## src/include/spms_defs.svh

```systemverilog
`ifndef SPMS_DEFS_SVH
`define SPMS_DEFS_SVH

// Core clock period and master serial half period, both in ns
`define SPMS_CLK_PERIOD_NS   25
`define SPMS_SCK_HALF_NS     100
// Least time, so round up to whole core cycles
`define SPMS_SCK_HALF_CYC    ((`SPMS_SCK_HALF_NS + `SPMS_CLK_PERIOD_NS - 1) / `SPMS_CLK_PERIOD_NS)

// Serial clock edges in one byte transfer
`define SPMS_EDGES_PER_BYTE  5'h10

// Pin index inside the synchroniser vectors
`define SPMS_PIN_SCLK        0
`define SPMS_PIN_MOSI        1
`define SPMS_PIN_MISO        2
`define SPMS_PIN_SEL         3

// Reset values
`define SPMS_PIN_LEVEL_RST   4'hf
`define SPMS_BYTE_RST        8'h00
`define SPMS_TX_EMPTY_RST    1'b1

`endif

```

## src/include/spms_pkg.sv

```systemverilog
package spms_pkg;

  // Gray coded along idle, lead, run, trail
  typedef enum logic [1:0] {
    SPMS_IDLE  = 2'b00,
    SPMS_LEAD  = 2'b01,
    SPMS_RUN   = 2'b11,
    SPMS_TRAIL = 2'b10
  } spms_state_t;

endpackage

```

## src/logic/spms_core.sv

```systemverilog
`timescale 1ns/10ps
`include "spms_defs.svh"
module spms_core
  import spms_pkg::*;
(
  input  wire logic       core_clk,
  input  wire logic       reset_n,
  input  wire logic       dataWrite,
  input  wire logic [7:0] dataWriteValue,
  input  wire logic       dataRead,
  input  wire logic       statusRead,
  input  wire logic       ctrlWrite,
  input  wire logic       ctrlEnable,
  input  wire logic       ctrlMasterSelect,
  input  wire logic       ctrlClockPolaritySelect,
  input  wire logic       ctrlClockPhaseSelect,
  input  wire logic       ctrlLowBitFirstEnable,
  input  wire logic       ctrlRxFaultIrqEnable,
  input  wire logic       ctrlTxEmptyIrqEnable,
  input  wire logic       ctrlSelectOutputEnable,
  input  wire logic       ctrlFaultDetectEnable,
  input  wire logic       ctrlBidirMode,
  input  wire logic       sclkIn,
  input  wire logic       mosiIn,
  input  wire logic       misoIn,
  input  wire logic       selectIn_n,
  output logic            sclkOut,
  output logic            sclkOe,
  output logic            mosiOut,
  output logic            mosiOe,
  output logic            misoOut,
  output logic            misoOe,
  output logic            selectOut_n,
  output logic            selectOe,
  output logic [7:0]      serialDataRegister,
  output logic            txBufferEmptyFlag,
  output logic            rxBufferFullFlag,
  output logic            modeFaultFlag,
  output logic            masterSelect,
  output logic            irqRequest,
  output logic            transferActive
);

  localparam logic [7:0] HALF_LAST = 8'(`SPMS_SCK_HALF_CYC - 1);

  // Pin synchronisers: three stages, a change counts once stages two and three agree
  logic [3:0] pinSync1;
  logic [3:0] pinSync2;
  logic [3:0] pinSync3;
  logic [3:0] pinLevel;
  logic [3:0] pinAgreed;

  always_ff @(posedge core_clk or negedge reset_n) begin
    if (!reset_n) begin
      pinSync1 <= `SPMS_PIN_LEVEL_RST;
      pinSync2 <= `SPMS_PIN_LEVEL_RST;
      pinSync3 <= `SPMS_PIN_LEVEL_RST;
      pinLevel <= `SPMS_PIN_LEVEL_RST;
    end else begin
      pinSync1 <= {selectIn_n, misoIn, mosiIn, sclkIn};
      pinSync2 <= pinSync1;
      pinSync3 <= pinSync2;
      pinLevel <= (pinSync2 & pinSync3) | (pinLevel & (pinSync2 ^ pinSync3));
    end
  end

  // Configuration, captured on each write of the first control register
  logic enable;
  logic clockPolaritySelect;
  logic clockPhaseSelect;
  logic lowBitFirstEnable;
  logic rxFaultIrqEnable;
  logic txEmptyIrqEnable;
  logic selectOutputEnable;
  logic faultDetectEnable;
  logic bidirMode;

  // Engine state
  spms_state_t state;
  spms_state_t next_state;
  logic [7:0]  halfCnt;
  logic [7:0]  next_halfCnt;
  logic [4:0]  edgeCnt;
  logic [4:0]  next_edgeCnt;
  logic [7:0]  shifter;
  logic [7:0]  next_shifter;
  logic [7:0]  txBuffer;
  logic [7:0]  next_txBuffer;
  logic        sampleBit;
  logic        next_sampleBit;
  logic        sclkPhase;
  logic        next_sclkPhase;
  logic        txArmed;
  logic        next_txArmed;
  logic        rxArmed;
  logic        next_rxArmed;
  logic        faultArmed;
  logic        next_faultArmed;
  logic [7:0]  next_serialDataRegister;
  logic        next_txBufferEmptyFlag;
  logic        next_rxBufferFullFlag;
  logic        next_modeFaultFlag;
  logic        next_masterSelect;
  logic        next_sclkOut;
  logic        next_sclkOe;
  logic        next_mosiOut;
  logic        next_mosiOe;
  logic        next_misoOut;
  logic        next_misoOe;
  logic        next_selectOut_n;
  logic        next_selectOe;
  logic        next_irqRequest;
  logic        next_transferActive;

  logic       selected;
  logic       sclkEdge;
  logic       faultInput;
  logic       fault;
  logic       edgeNow;
  logic [4:0] edgeIdx;
  logic       inBit;
  logic       isSample;
  logic       isShift;
  logic       complete;

  always_comb begin
    next_state              = state;
    next_halfCnt            = halfCnt;
    next_edgeCnt            = edgeCnt;
    next_shifter            = shifter;
    next_txBuffer           = txBuffer;
    next_sampleBit          = sampleBit;
    next_sclkPhase          = sclkPhase;
    next_txArmed            = txArmed;
    next_rxArmed            = rxArmed;
    next_faultArmed         = faultArmed;
    next_serialDataRegister = serialDataRegister;
    next_txBufferEmptyFlag  = txBufferEmptyFlag;
    next_rxBufferFullFlag   = rxBufferFullFlag;
    next_modeFaultFlag      = modeFaultFlag;
    next_masterSelect       = ctrlWrite ? ctrlMasterSelect : masterSelect;

    selected   = !pinLevel[`SPMS_PIN_SEL];
    sclkEdge   = (pinSync2[`SPMS_PIN_SCLK] == pinSync3[`SPMS_PIN_SCLK]) &&
                 (pinSync3[`SPMS_PIN_SCLK] != pinLevel[`SPMS_PIN_SCLK]);
    faultInput = masterSelect && faultDetectEnable && !selectOutputEnable;
    fault      = enable && faultInput && selected;
    // Take a data pin as soon as stages two and three agree: the registered level is one
    // cycle too late for a remote bit launched on our own edge four cycles earlier
    pinAgreed  = (pinSync2 & pinSync3) | (pinLevel & (pinSync2 ^ pinSync3));
    inBit      = masterSelect ? pinAgreed[`SPMS_PIN_MISO] : pinAgreed[`SPMS_PIN_MOSI];
    edgeNow    = 1'b0;
    complete   = 1'b0;

    // Status read arms the clears; armed state is dropped once used
    if (statusRead) begin
      next_txArmed    = txBufferEmptyFlag;
      next_rxArmed    = rxBufferFullFlag;
      next_faultArmed = modeFaultFlag;
    end
    if (dataWrite && txArmed && txBufferEmptyFlag) begin
      next_txBuffer          = dataWriteValue;
      next_txBufferEmptyFlag = 1'b0;
      next_txArmed           = 1'b0;
    end
    if (dataRead && rxArmed && rxBufferFullFlag) begin
      next_rxBufferFullFlag = 1'b0;
      next_rxArmed          = 1'b0;
    end
    if (ctrlWrite && faultArmed && modeFaultFlag) begin
      next_modeFaultFlag = 1'b0;
      next_faultArmed    = 1'b0;
    end

    // Master timeline: lead half, sixteen edges a half apart, trail half
    if (masterSelect && enable) begin
      case (state)
        SPMS_IDLE: begin
          if (!txBufferEmptyFlag) begin
            next_shifter           = txBuffer;
            next_txBufferEmptyFlag = 1'b1;
            next_halfCnt           = 8'h00;
            next_edgeCnt           = 5'h00;
            next_state             = SPMS_LEAD;
          end
        end
        SPMS_LEAD, SPMS_RUN: begin
          if (halfCnt == HALF_LAST) begin
            next_halfCnt = 8'h00;
            if (state == SPMS_LEAD) begin
              next_state = SPMS_RUN;
            end
            edgeNow        = (state == SPMS_RUN) || 1'b1;
            next_sclkPhase = !sclkPhase;
          end else begin
            next_halfCnt = halfCnt + 8'h01;
          end
        end
        SPMS_TRAIL: begin
          // Select rises here, so the next byte waits one idle cycle
          if (halfCnt == HALF_LAST) begin
            next_halfCnt = 8'h00;
            next_state   = SPMS_IDLE;
          end else begin
            next_halfCnt = halfCnt + 8'h01;
          end
        end
        default: begin
          next_state = SPMS_IDLE;
        end
      endcase
    end else begin
      next_state     = SPMS_IDLE;
      next_halfCnt   = 8'h00;
      next_sclkPhase = 1'b0;
      if (!selected || !enable) begin
        next_edgeCnt = 5'h00;
      end else begin
        edgeNow = sclkEdge;
      end
      // Slave preloads while between bytes so the first bit is ready on select
      if (enable && edgeCnt == 5'h00 && !edgeNow && !txBufferEmptyFlag) begin
        next_shifter           = txBuffer;
        next_txBufferEmptyFlag = 1'b1;
      end
    end

    // Edge action by index and phase
    edgeIdx  = edgeCnt + 5'h01;
    isSample = clockPhaseSelect ? !edgeIdx[0] : edgeIdx[0];
    isShift  = clockPhaseSelect ? (edgeIdx[0] && edgeIdx != 5'h01) : !edgeIdx[0];
    if (edgeNow) begin
      if (masterSelect && state == SPMS_LEAD) begin
        // Lead half ends on the first edge, counted below
      end
      next_edgeCnt = edgeIdx;
      if (isSample) begin
        next_sampleBit = inBit;
      end
      if (isShift || (clockPhaseSelect && edgeIdx == `SPMS_EDGES_PER_BYTE)) begin
        if (lowBitFirstEnable) begin
          next_shifter = {(isShift ? sampleBit : inBit), shifter[7:1]};
        end else begin
          next_shifter = {shifter[6:0], (isShift ? sampleBit : inBit)};
        end
      end
      if (edgeIdx == `SPMS_EDGES_PER_BYTE) begin
        complete     = 1'b1;
        next_edgeCnt = 5'h00;
        if (masterSelect) begin
          next_state = SPMS_TRAIL;
        end
      end
    end

    if (complete) begin
      // Set beats a clear arriving in the same cycle; a full buffer drops the byte
      if (!rxBufferFullFlag || !next_rxBufferFullFlag) begin
        next_serialDataRegister = next_shifter;
      end
      next_rxBufferFullFlag = 1'b1;
    end

    if (fault) begin
      next_modeFaultFlag = 1'b1;
      next_masterSelect  = 1'b0;
      next_state         = SPMS_IDLE;
      next_edgeCnt       = 5'h00;
      next_halfCnt       = 8'h00;
      next_sclkPhase     = 1'b0;
    end

    next_sclkOut        = clockPolaritySelect ^ next_sclkPhase;
    next_sclkOe         = enable && next_masterSelect && !fault;
    next_mosiOe         = enable && next_masterSelect && !fault;
    next_misoOe         = enable && !next_masterSelect && selected &&
                          !(next_modeFaultFlag && !bidirMode);
    // Data out never moves on a sample edge, so the far side never races the clock
    if (edgeNow && isSample) begin
      next_mosiOut = mosiOut;
    end else begin
      next_mosiOut = lowBitFirstEnable ? next_shifter[0] : next_shifter[7];
    end
    next_misoOut        = next_mosiOut;
    next_selectOe       = enable && next_masterSelect && faultDetectEnable && selectOutputEnable;
    next_selectOut_n    = (next_state == SPMS_IDLE);
    next_transferActive = (next_state != SPMS_IDLE) || (next_edgeCnt != 5'h00);
    next_irqRequest     = (rxFaultIrqEnable && (next_rxBufferFullFlag || next_modeFaultFlag)) ||
                          (txEmptyIrqEnable && next_txBufferEmptyFlag);
  end

  always_ff @(posedge core_clk or negedge reset_n) begin
    if (!reset_n) begin
      enable              <= 1'b0;
      clockPolaritySelect <= 1'b0;
      clockPhaseSelect    <= 1'b0;
      lowBitFirstEnable   <= 1'b0;
      rxFaultIrqEnable    <= 1'b0;
      txEmptyIrqEnable    <= 1'b0;
      selectOutputEnable  <= 1'b0;
      faultDetectEnable   <= 1'b0;
      bidirMode           <= 1'b0;
      state               <= SPMS_IDLE;
      halfCnt             <= 8'h00;
      edgeCnt             <= 5'h00;
      shifter             <= `SPMS_BYTE_RST;
      txBuffer            <= `SPMS_BYTE_RST;
      sampleBit           <= 1'b0;
      sclkPhase           <= 1'b0;
      txArmed             <= 1'b0;
      rxArmed             <= 1'b0;
      faultArmed          <= 1'b0;
      serialDataRegister  <= `SPMS_BYTE_RST;
      txBufferEmptyFlag   <= `SPMS_TX_EMPTY_RST;
      rxBufferFullFlag    <= 1'b0;
      modeFaultFlag       <= 1'b0;
      masterSelect        <= 1'b0;
      sclkOut             <= 1'b0;
      sclkOe              <= 1'b0;
      mosiOut             <= 1'b0;
      mosiOe              <= 1'b0;
      misoOut             <= 1'b0;
      misoOe              <= 1'b0;
      selectOut_n         <= 1'b1;
      selectOe            <= 1'b0;
      irqRequest          <= 1'b0;
      transferActive      <= 1'b0;
    end else begin
      if (ctrlWrite) begin
        enable              <= ctrlEnable;
        clockPolaritySelect <= ctrlClockPolaritySelect;
        clockPhaseSelect    <= ctrlClockPhaseSelect;
        lowBitFirstEnable   <= ctrlLowBitFirstEnable;
        rxFaultIrqEnable    <= ctrlRxFaultIrqEnable;
        txEmptyIrqEnable    <= ctrlTxEmptyIrqEnable;
        selectOutputEnable  <= ctrlSelectOutputEnable;
        faultDetectEnable   <= ctrlFaultDetectEnable;
        bidirMode           <= ctrlBidirMode;
      end
      state              <= next_state;
      halfCnt            <= next_halfCnt;
      edgeCnt            <= next_edgeCnt;
      shifter            <= next_shifter;
      txBuffer           <= next_txBuffer;
      sampleBit          <= next_sampleBit;
      sclkPhase          <= next_sclkPhase;
      txArmed            <= next_txArmed;
      rxArmed            <= next_rxArmed;
      faultArmed         <= next_faultArmed;
      serialDataRegister <= next_serialDataRegister;
      txBufferEmptyFlag  <= next_txBufferEmptyFlag;
      rxBufferFullFlag   <= next_rxBufferFullFlag;
      modeFaultFlag      <= next_modeFaultFlag;
      masterSelect       <= next_masterSelect;
      sclkOut            <= next_sclkOut;
      sclkOe             <= next_sclkOe;
      mosiOut            <= next_mosiOut;
      mosiOe             <= next_mosiOe;
      misoOut            <= next_misoOut;
      misoOe             <= next_misoOe;
      selectOut_n        <= next_selectOut_n;
      selectOe           <= next_selectOe;
      irqRequest         <= next_irqRequest;
      transferActive     <= next_transferActive;
    end
  end

endmodule

```

## config.mk

```make
export PLATFORM = sky130hd
export DESIGN_NAME = spms_core
export DESIGN_NICKNAME = d
export VERILOG_FILES = /design/src/include/spms_pkg.sv /design/src/logic/spms_core.sv
export VERILOG_INCLUDE_DIRS = /design/src /design/src/include
export SDC_FILE = /design/constraint.sdc
export NUM_CORES = 1
export LEC_CHECK = 0
export BUFFER_PORTS_ARGS = -buffer_cell sky130_fd_sc_hd__buf_4
export CAP_MARGIN = 20
export CORE_MARGIN = 3
export CORE_UTILIZATION = 50
export CTS_CLUSTER_SIZE = 12
export DETAILED_ROUTE_END_ITERATION = 10
export PLACE_DENSITY = 0.7
export SYNTH_ARGS = -nofsm -noshare
export SYNTH_HDL_FRONTEND = slang
export SYNTH_SLANG_ARGS = --single-unit
```

## constraint.sdc

```tcl
create_clock -name core_clk -period 7.28 [get_ports core_clk]
set_input_delay 0.728 -clock core_clk [delete_from_list [all_inputs] [get_ports core_clk]]
set_output_delay 0.728 -clock core_clk [all_outputs]
set_load 0.1 [all_outputs]
```

==> results of run 1 <==
-- power by group through the flow --
stage | Sequential (uW) | Clock (uW) | Combinational [uW]
after floorplan | 694 | 0 | 210
after global routing | 617 | 409 | 424
after detailed placement | 612 | 0 | 396
after global placement | 612 | 0 | 389
final | 605 | 382 | 395
after CTS | 605 | 393 | 397
-- critical path: stages (launching register included) --
cell     delay, ps
dfrtp_1        400
ha_1           230
or4b_4         490
nor4_1         570
mux2i_1        260
nor2_1          70
a31o_2         250
or4_1          520
-- state kept, by name, summed over array words and instances, names as in the netlist, 2 cells and up --
register and flops:
edgeCnt 5, state 2, serialDataRegister 8, pinSync3 4, pinSync1 4, halfCnt 8
txBuffer 8, pinLevel 4, pinSync2 4, shifter 8
-- through the flow --
step / setup slack [ps] / area, sq um
4_1_cts: 4390 / 4490
6_report: 4370 / 4490
5_1_grt: 4210 / 4490
3_5_place_dp: 4400 / 4260
3_3_place_gp: 4470 / 4260
2_1_floorplan: 4290 / 3840
-- per-layer routing --
metal | vias up | global-route usage [%]
met5 | - | 0
met4 | 0 | 6.86
met3 | 8 | 4.01
met2 | 57 | 26.7
met1 | 1365 | 29.4
li1 | 1313 | -
-- final cells by class --
class                   count  area (sq um)
fillers                   610          2880
flip-flops and latches     81          2050
repair buffers             50           375
clock buffers              10           138
well taps                  99           124
clock inverters             6          97.6
multi-input cells         231          1660
inverters                  12          45.0
-- worst paths after layout --
kind / end / slack (ps) / cells after the start / startpoint
min: pinSync2[3] / 360 / 0 / pinSync1[3]
min reg2reg: pinSync2[3] / 360 / 0 / pinSync1[3]
max reg2reg: transferActive / 4370 / 7 / halfCnt[0]
max: transferActive / 4370 / 7 / halfCnt[0]
min in group asynchronous: txBuffer[4] / 530 / 1 / reset_n
max in group asynchronous: state[1] / 6120 / 1 / reset_n
-- logic make-up after synthesis --
family                   after synthesis  synth area share [%]
XOR/XNOR                               7                  1.60
multiplexers                          46                  12.7
buffers and inverters                 26                  3.42
adder cells (fa/ha/maj)                9                  2.93
flip-flops                            81                  53.3
AND/OR/NAND/NOR                       98                  13.7
AO/OA/AOI/OAI                         71                  12.3
-- cell usage in the layout, fill, tap and decap left out, types with 5 or more instances in the layout --
cell type,n
a21oi_1,15
a31oi_1,5
and3_1,6
buf_4,50
clkbuf_8,10
dfrtp_1,63
dfstp_2,18
ha_1,9
inv_1,12
mux2_2,23
mux2i_1,23
nand2_1,24
nand3_1,10
nor2_1,18
nor2b_1,5
nor3_1,7
o21ai_0,14
xor2_1,5
==> impl_metrics.py, run 1 <==
metrics = {
    "outcome": {
        "status": "finished, final reports clean",
    },
    "global_routing": {
        "grt_start_max_net_pins": 82,
        "overflow": 0,
        "grt_pass1_vias": 2628,
        "grt_first_pass_wirelength_microns": 13000,
        "antenna_found_initial": 0,
        "grt_use_total_pct": 19.1,
    },
    "pwr": {
        "seq_power_share_pct": 43.8,
        "p_int_uw": 882,
        "powerDensity_nw_per_um2": 308,
        "pwr-share-clk_pct": 27.6,
        "power_switching_uw": 500,
        "power_leakage_uw": 0.00203,
        "p_comb_share_pct": 28.6,
        "p_sw_share_pct": 36.2,
        "p_total_uw": 1380,
        "peakVddDrop_uv": 262,
    },
    "timing": {
        "holdWs_ps": 360,
        "slew_violations": 0,
        "fin_crit_sh_pct": 40.0,
        "skew_ps": 10.0,
        "fin_setup_tns_ps": 0,
        "max-slew-margin-rel_pct": 34.9,
        "rsz0062_at_grt": "false",
        "max_freq_mhz": 344,
        "fin_crit_ps": 2910,
        "finalHoldViolations": 0,
        "worstMarginPinSlew_ps": 977,
        "finalSetupViolCount": 0,
    },
    "routing": {
        "drc": 0,
        "routed.top_layer": "met4",
        "viasPerCell": 5.61,
        "routed_wl_microns": 7740,
        "drtAntennaViolNets": 0,
        "wl_per_cell_microns": 15.8,
        "dr.pass1.iters": 4,
        "num_vias": 2743,
        "m1WireLength_microns": 3930,
        "route.met3.wl_microns": 395,
        "wl_met2_microns": 3300,
        "drtIter0Drc": 144,
    },
    "synthesis": {
        "netlist.area_leader.share_pct": 41.0,
        "syn_avg_cell_area_sq_um": 11.4,
        "mappedNetlistNets": 375,
        "synth_edf_count": 0,
        "async_reset_ff_share_pct": 100,
        "synth_ff_type": "dfrtp_1",
        "synth_commonest_cells": "63 x dfrtp_1, 24 x nand2_1, 23 x mux2_2, 23 x mux2i_1",
        "synth_area_sq_um": 3840,
        "synth.area.top_cells": "dfrtp_1 41%, dfstp_2 12%, mux2_2 6.7%, mux2i_1 6.0%, ha_1 2.9%",
        "synth_area_leader_cell": "dfrtp_1",
        "netlist_instances": 338,
        "synthDistinctLibCells": 57,
        "yosysSeqAreaShare_pct": 53.3,
        "yosys.cell_count.top_type": "dfrtp_1",
        "yosys_warnings": 0,
        "synth-seq-cells": 81,
    },
    "placed_design": {
        "port_buffers": 49,
        "routabilityCongestion": 0.868,
        "dp.final_hpwl_microns": 5600,
        "dp.cells": 473,
    },
    "worst_setup_path": {
        "worstSetupEndpointType": "flop",
        "required_ps": 7500,
        "critical_path_arrival_ps": 3130,
        "crit_path_start_kind": "flop",
        "crit_fanout": 5,
        "path_class": "flop to flop",
    },
    "floorplanning": {
        "die_w_microns": 93.7,
        "die_y_microns": 93.7,
        "placementRows": 31,
        "io_pins": 50,
        "placeableCoreArea_sq_um": 7370,
        "die_area_sq_um": 8770,
        "start_util_pct": 52.1,
    },
    "clock_network": {
        "ctsResizeCount": 0,
        "clock_latency_ps": 350,
        "h-tree-depth": 3,
        "path_clk_slew_ps": 80,
        "cts_buffer_depth": 2,
        "cts_hold_buf": 0,
        "cts-root-buf": "clkbuf_8",
        "cts_sinks": 81,
        "cts_tree": "built",
        "post_cts_buffers": 0,
        "numCtsBuffers": 9,
    },
    "final_layout": {
        "final_core_util_pct": 60.9,
        "final_nets": 422,
        "antennaDiodeCount": 0,
        "drive_above_1_share_pct": 30.8,
        "fin_cells": 489,
        "area_growth_pct": 16.9,
    },
    "worst_hold_path": {
        "hold_path_class": "flop to flop",
    },
    "run": {
        "cap_viol_max_count": 0,
    },
}
(Power assumes the default switching activity.)
==> run 2, diff against run 1 <==
Settings changed: ABC_AREA set to 1, PLACE_DENSITY 0.7 to 0.72.
Clock period 7.28 ns to 2.4 ns, I/O delays scaled along.
==> impl_metrics.py, run 2 <==
metrics = {
    "clock_network": {
        "numCtsBuffers": 9,
        "path_clk_slew_ps": 90,
        "cts_tree": "built",
        "cts_sinks": 81,
        "cts_buffer_depth": 2,
        "cts_hold_buf": 5,
        "clock_latency_ps": 350,
        "cts-root-buf": "clkbuf_8",
        "h-tree-depth": 3,
        "ctsResizeCount": 0,
        "post_cts_buffers": 0,
    },
    "pwr": {
        "peakVddDrop_uv": 600,
        "power_leakage_uw": 0.00231,
        "powerDensity_nw_per_um2": 927,
    },
    "timing": {
        "fin_crit_ps": 2120,
        "finalHoldViolations": 0,
        "fin_setup_tns_ps": 0,
        "fin_crit_sh_pct": 88.1,
        "max-slew-margin-rel_pct": 68.8,
        "worstMarginPinSlew_ps": 468,
        "rsz0062_at_grt": "false",
        "max_freq_mhz": 473,
        "skew_ps": 9.29,
        "slew_violations": 0,
        "holdWs_ps": 71.2,
        "finalSetupViolCount": 0,
    },
    "routing": {
        "num_vias": 2952,
        "wl_met2_microns": 3470,
        "route.met3.wl_microns": 312,
        "routed_wl_microns": 7760,
        "routed.top_layer": "met4",
        "viasPerCell": 5.00,
        "drtAntennaViolNets": 0,
        "drtIter0Drc": 128,
        "drc": 0,
        "m1WireLength_microns": 3830,
        "dr.pass1.iters": 4,
        "wl_per_cell_microns": 13.1,
    },
    "synthesis": {
        "async_reset_ff_share_pct": 100,
        "yosys.cell_count.top_type": "nand2_1",
        "yosysSeqAreaShare_pct": 52.7,
        "synth_area_sq_um": 3890,
        "synth_edf_count": 0,
        "synth.area.top_cells": "dfrtp_1 41%, dfstp_2 12%, nand2_1 11%, inv_1 4.4%, o21ai_0 3.6%",
        "synth_ff_type": "dfrtp_1",
        "syn_avg_cell_area_sq_um": 9.09,
        "synthDistinctLibCells": 44,
        "netlist.area_leader.share_pct": 40.5,
        "synth_area_leader_cell": "dfrtp_1",
        "netlist_instances": 428,
        "yosys_warnings": 0,
        "mappedNetlistNets": 465,
        "synth-seq-cells": 81,
        "synth_commonest_cells": "113 x nand2_1, 63 x dfrtp_1, 46 x inv_1",
    },
    "worst_setup_path": {
        "required_ps": 2630,
        "r2r-start": "edgeCnt[0]",
        "crit_path_start": "edgeCnt[0]",
        "cp_slowest_stage_delay_ps": 490,
        "crit_path_start_kind": "flop",
        "critical_path_arrival_ps": 2340,
        "crit_slowest_cell": "dfrtp_1",
        "cp_cell_sequence": "ha_1 > nand4_1 > nand2_2 > inv_1 > nor2_4 > nand2_2 > nor2_2 > inv_1 > nand2_1 > o21ai_2",
        "path_class": "flop to flop",
        "worstSetupEndpointType": "flop",
        "crit_fanout": 15,
    },
    "final_layout": {
        "final_nets": 523,
        "drive_above_1_share_pct": 26.9,
        "seqCellArea_sq_um": 2050,
        "nFillCells": 661,
        "area_growth_pct": 18.1,
        "multiInputGateArea_sq_um": 1560,
        "antennaDiodeCount": 0,
        "layout_common_cells": "113 x nand2_1, 63 x dfrtp_1, 49 x buf_4",
        "final_common_cell": "nand2_1",
        "fin_area_sq_um": 4590,
    },
    "outcome": {
        "status": "finished, final reports clean",
    },
    "global_routing": {
        "grt_pass1_vias": 2868,
        "antenna_found_initial": 0,
        "overflow": 0,
        "grt_first_pass_wirelength_microns": 13400,
        "grt_use_total_pct": 19.4,
        "grt_start_max_net_pins": 82,
    },
    "placed_design": {
        "routabilityCongestion": 0.875,
        "dp.final_hpwl_microns": 5640,
        "placed_area_sq_um": 4330,
        "port_buffers": 49,
    },
    "floorplanning": {
        "die_area_sq_um": 8870,
        "placementRows": 31,
        "placeableCoreArea_sq_um": 7410,
        "die_w_microns": 94.2,
        "io_pins": 50,
        "die_y_microns": 94.2,
        "start_util_pct": 52.5,
    },
    "worst_hold_path": {
        "min_from": "dataWriteValue[2]",
        "hold_path_class": "input port to flop",
    },
    "run": {
        "cap_viol_max_count": 0,
    },
}
[run 2: cell types whose count changed in the layout (fill, tap and decap cells not counted), sizes merged, moves of 7 or more]
| cell | delta |
|---|---|
| nand2 | +98 |
| inv | +38 |
| o21ai | +27 |
| mux2 | -23 |
| mux2i | -23 |
| nor2 | +19 |
| nand3 | +14 |
| nand4 | +7 |
[run 2: path summary, 6_finish.rpt]
check | to | slack, ps | depth (start not counted)
worst max-delay path | serialDataRegister[1] | 280 | 10
worst min-delay path | txBuffer[2] | 70 | 3
worst max register to register | serialDataRegister[1] | 280 | 10
worst min register to register | pinSync2[1] | 360 | 0
max in group asynchronous | pinSync3[2] | 1570 | 3
min in group asynchronous | halfCnt[7] | 420 | 3
[run 2: kinds of logic after synthesis]
logic type               share of synthesized area [%]
AND/OR/NAND/NOR                                   24.8
AO/OA/AOI/OAI                                     10.6
buffers and inverters                             7.08
XOR/XNOR                                          1.83
adder cells (fa/ha/maj)                           2.90
flip-flops                                        52.7
[run 2: critical path: cells and delay by family, from the launching register on]
kind                       cells  cell delay (ps)
and+or+nand+nor                6              810
DFF                            1              490
adders and majority gates      1              330
buffers and inverters          2              310
AOI/OAI and AO/OA              1               60
[run 2: area by class of cell]
cell class                      instances  area share [%]
Inverter                               55            4.55
Tap cell                               99            2.70
Clock buffer                           11            3.08
Sequential cell                        81            44.6
Clock inverter                          5            1.42
Timing Repair Buffer                   55            9.54
Multi-Input combinational cell        284            34.1
[run 2: metal layers]
metal / GRT usage [%] / vias to the layer above
met5: 0 / -
met4: 7.94 / 0
met3: 3.29 / 11
met2: 29.4 / 66
met1: 27.8 / 1386
li1: - / 1489
[run 2: stage by stage]
| step | worst slack [ps] | cells | utilization, % | total power [uW] |
|---|---|---|---|---|
| 3_3_place_gp | 354 | 569 | 58.5 | 3230 |
| 4_1_cts | 277 | 590 | 62.0 | 4290 |
| 6_report | 285 | 590 | 62.0 | 4250 |
| 3_5_place_dp | 296 | 569 | 58.5 | 3240 |
| 5_1_grt | 21.5 | 590 | 62.0 | 4510 |
| 2_1_floorplan | 177 | 428 | - | 2890 |
[run 2: where the power goes]
part / total [uW] / leakage, uW / switching (uW) / internal (uW)
logic: 1410 / 0.00120 / 996 / 410
clock network: 1030 / 0.000104 / 509 / 517
registers: 1820 / 0.00100 / 192 / 1630
total: 4250 / 0.00231 / 1700 / 2560
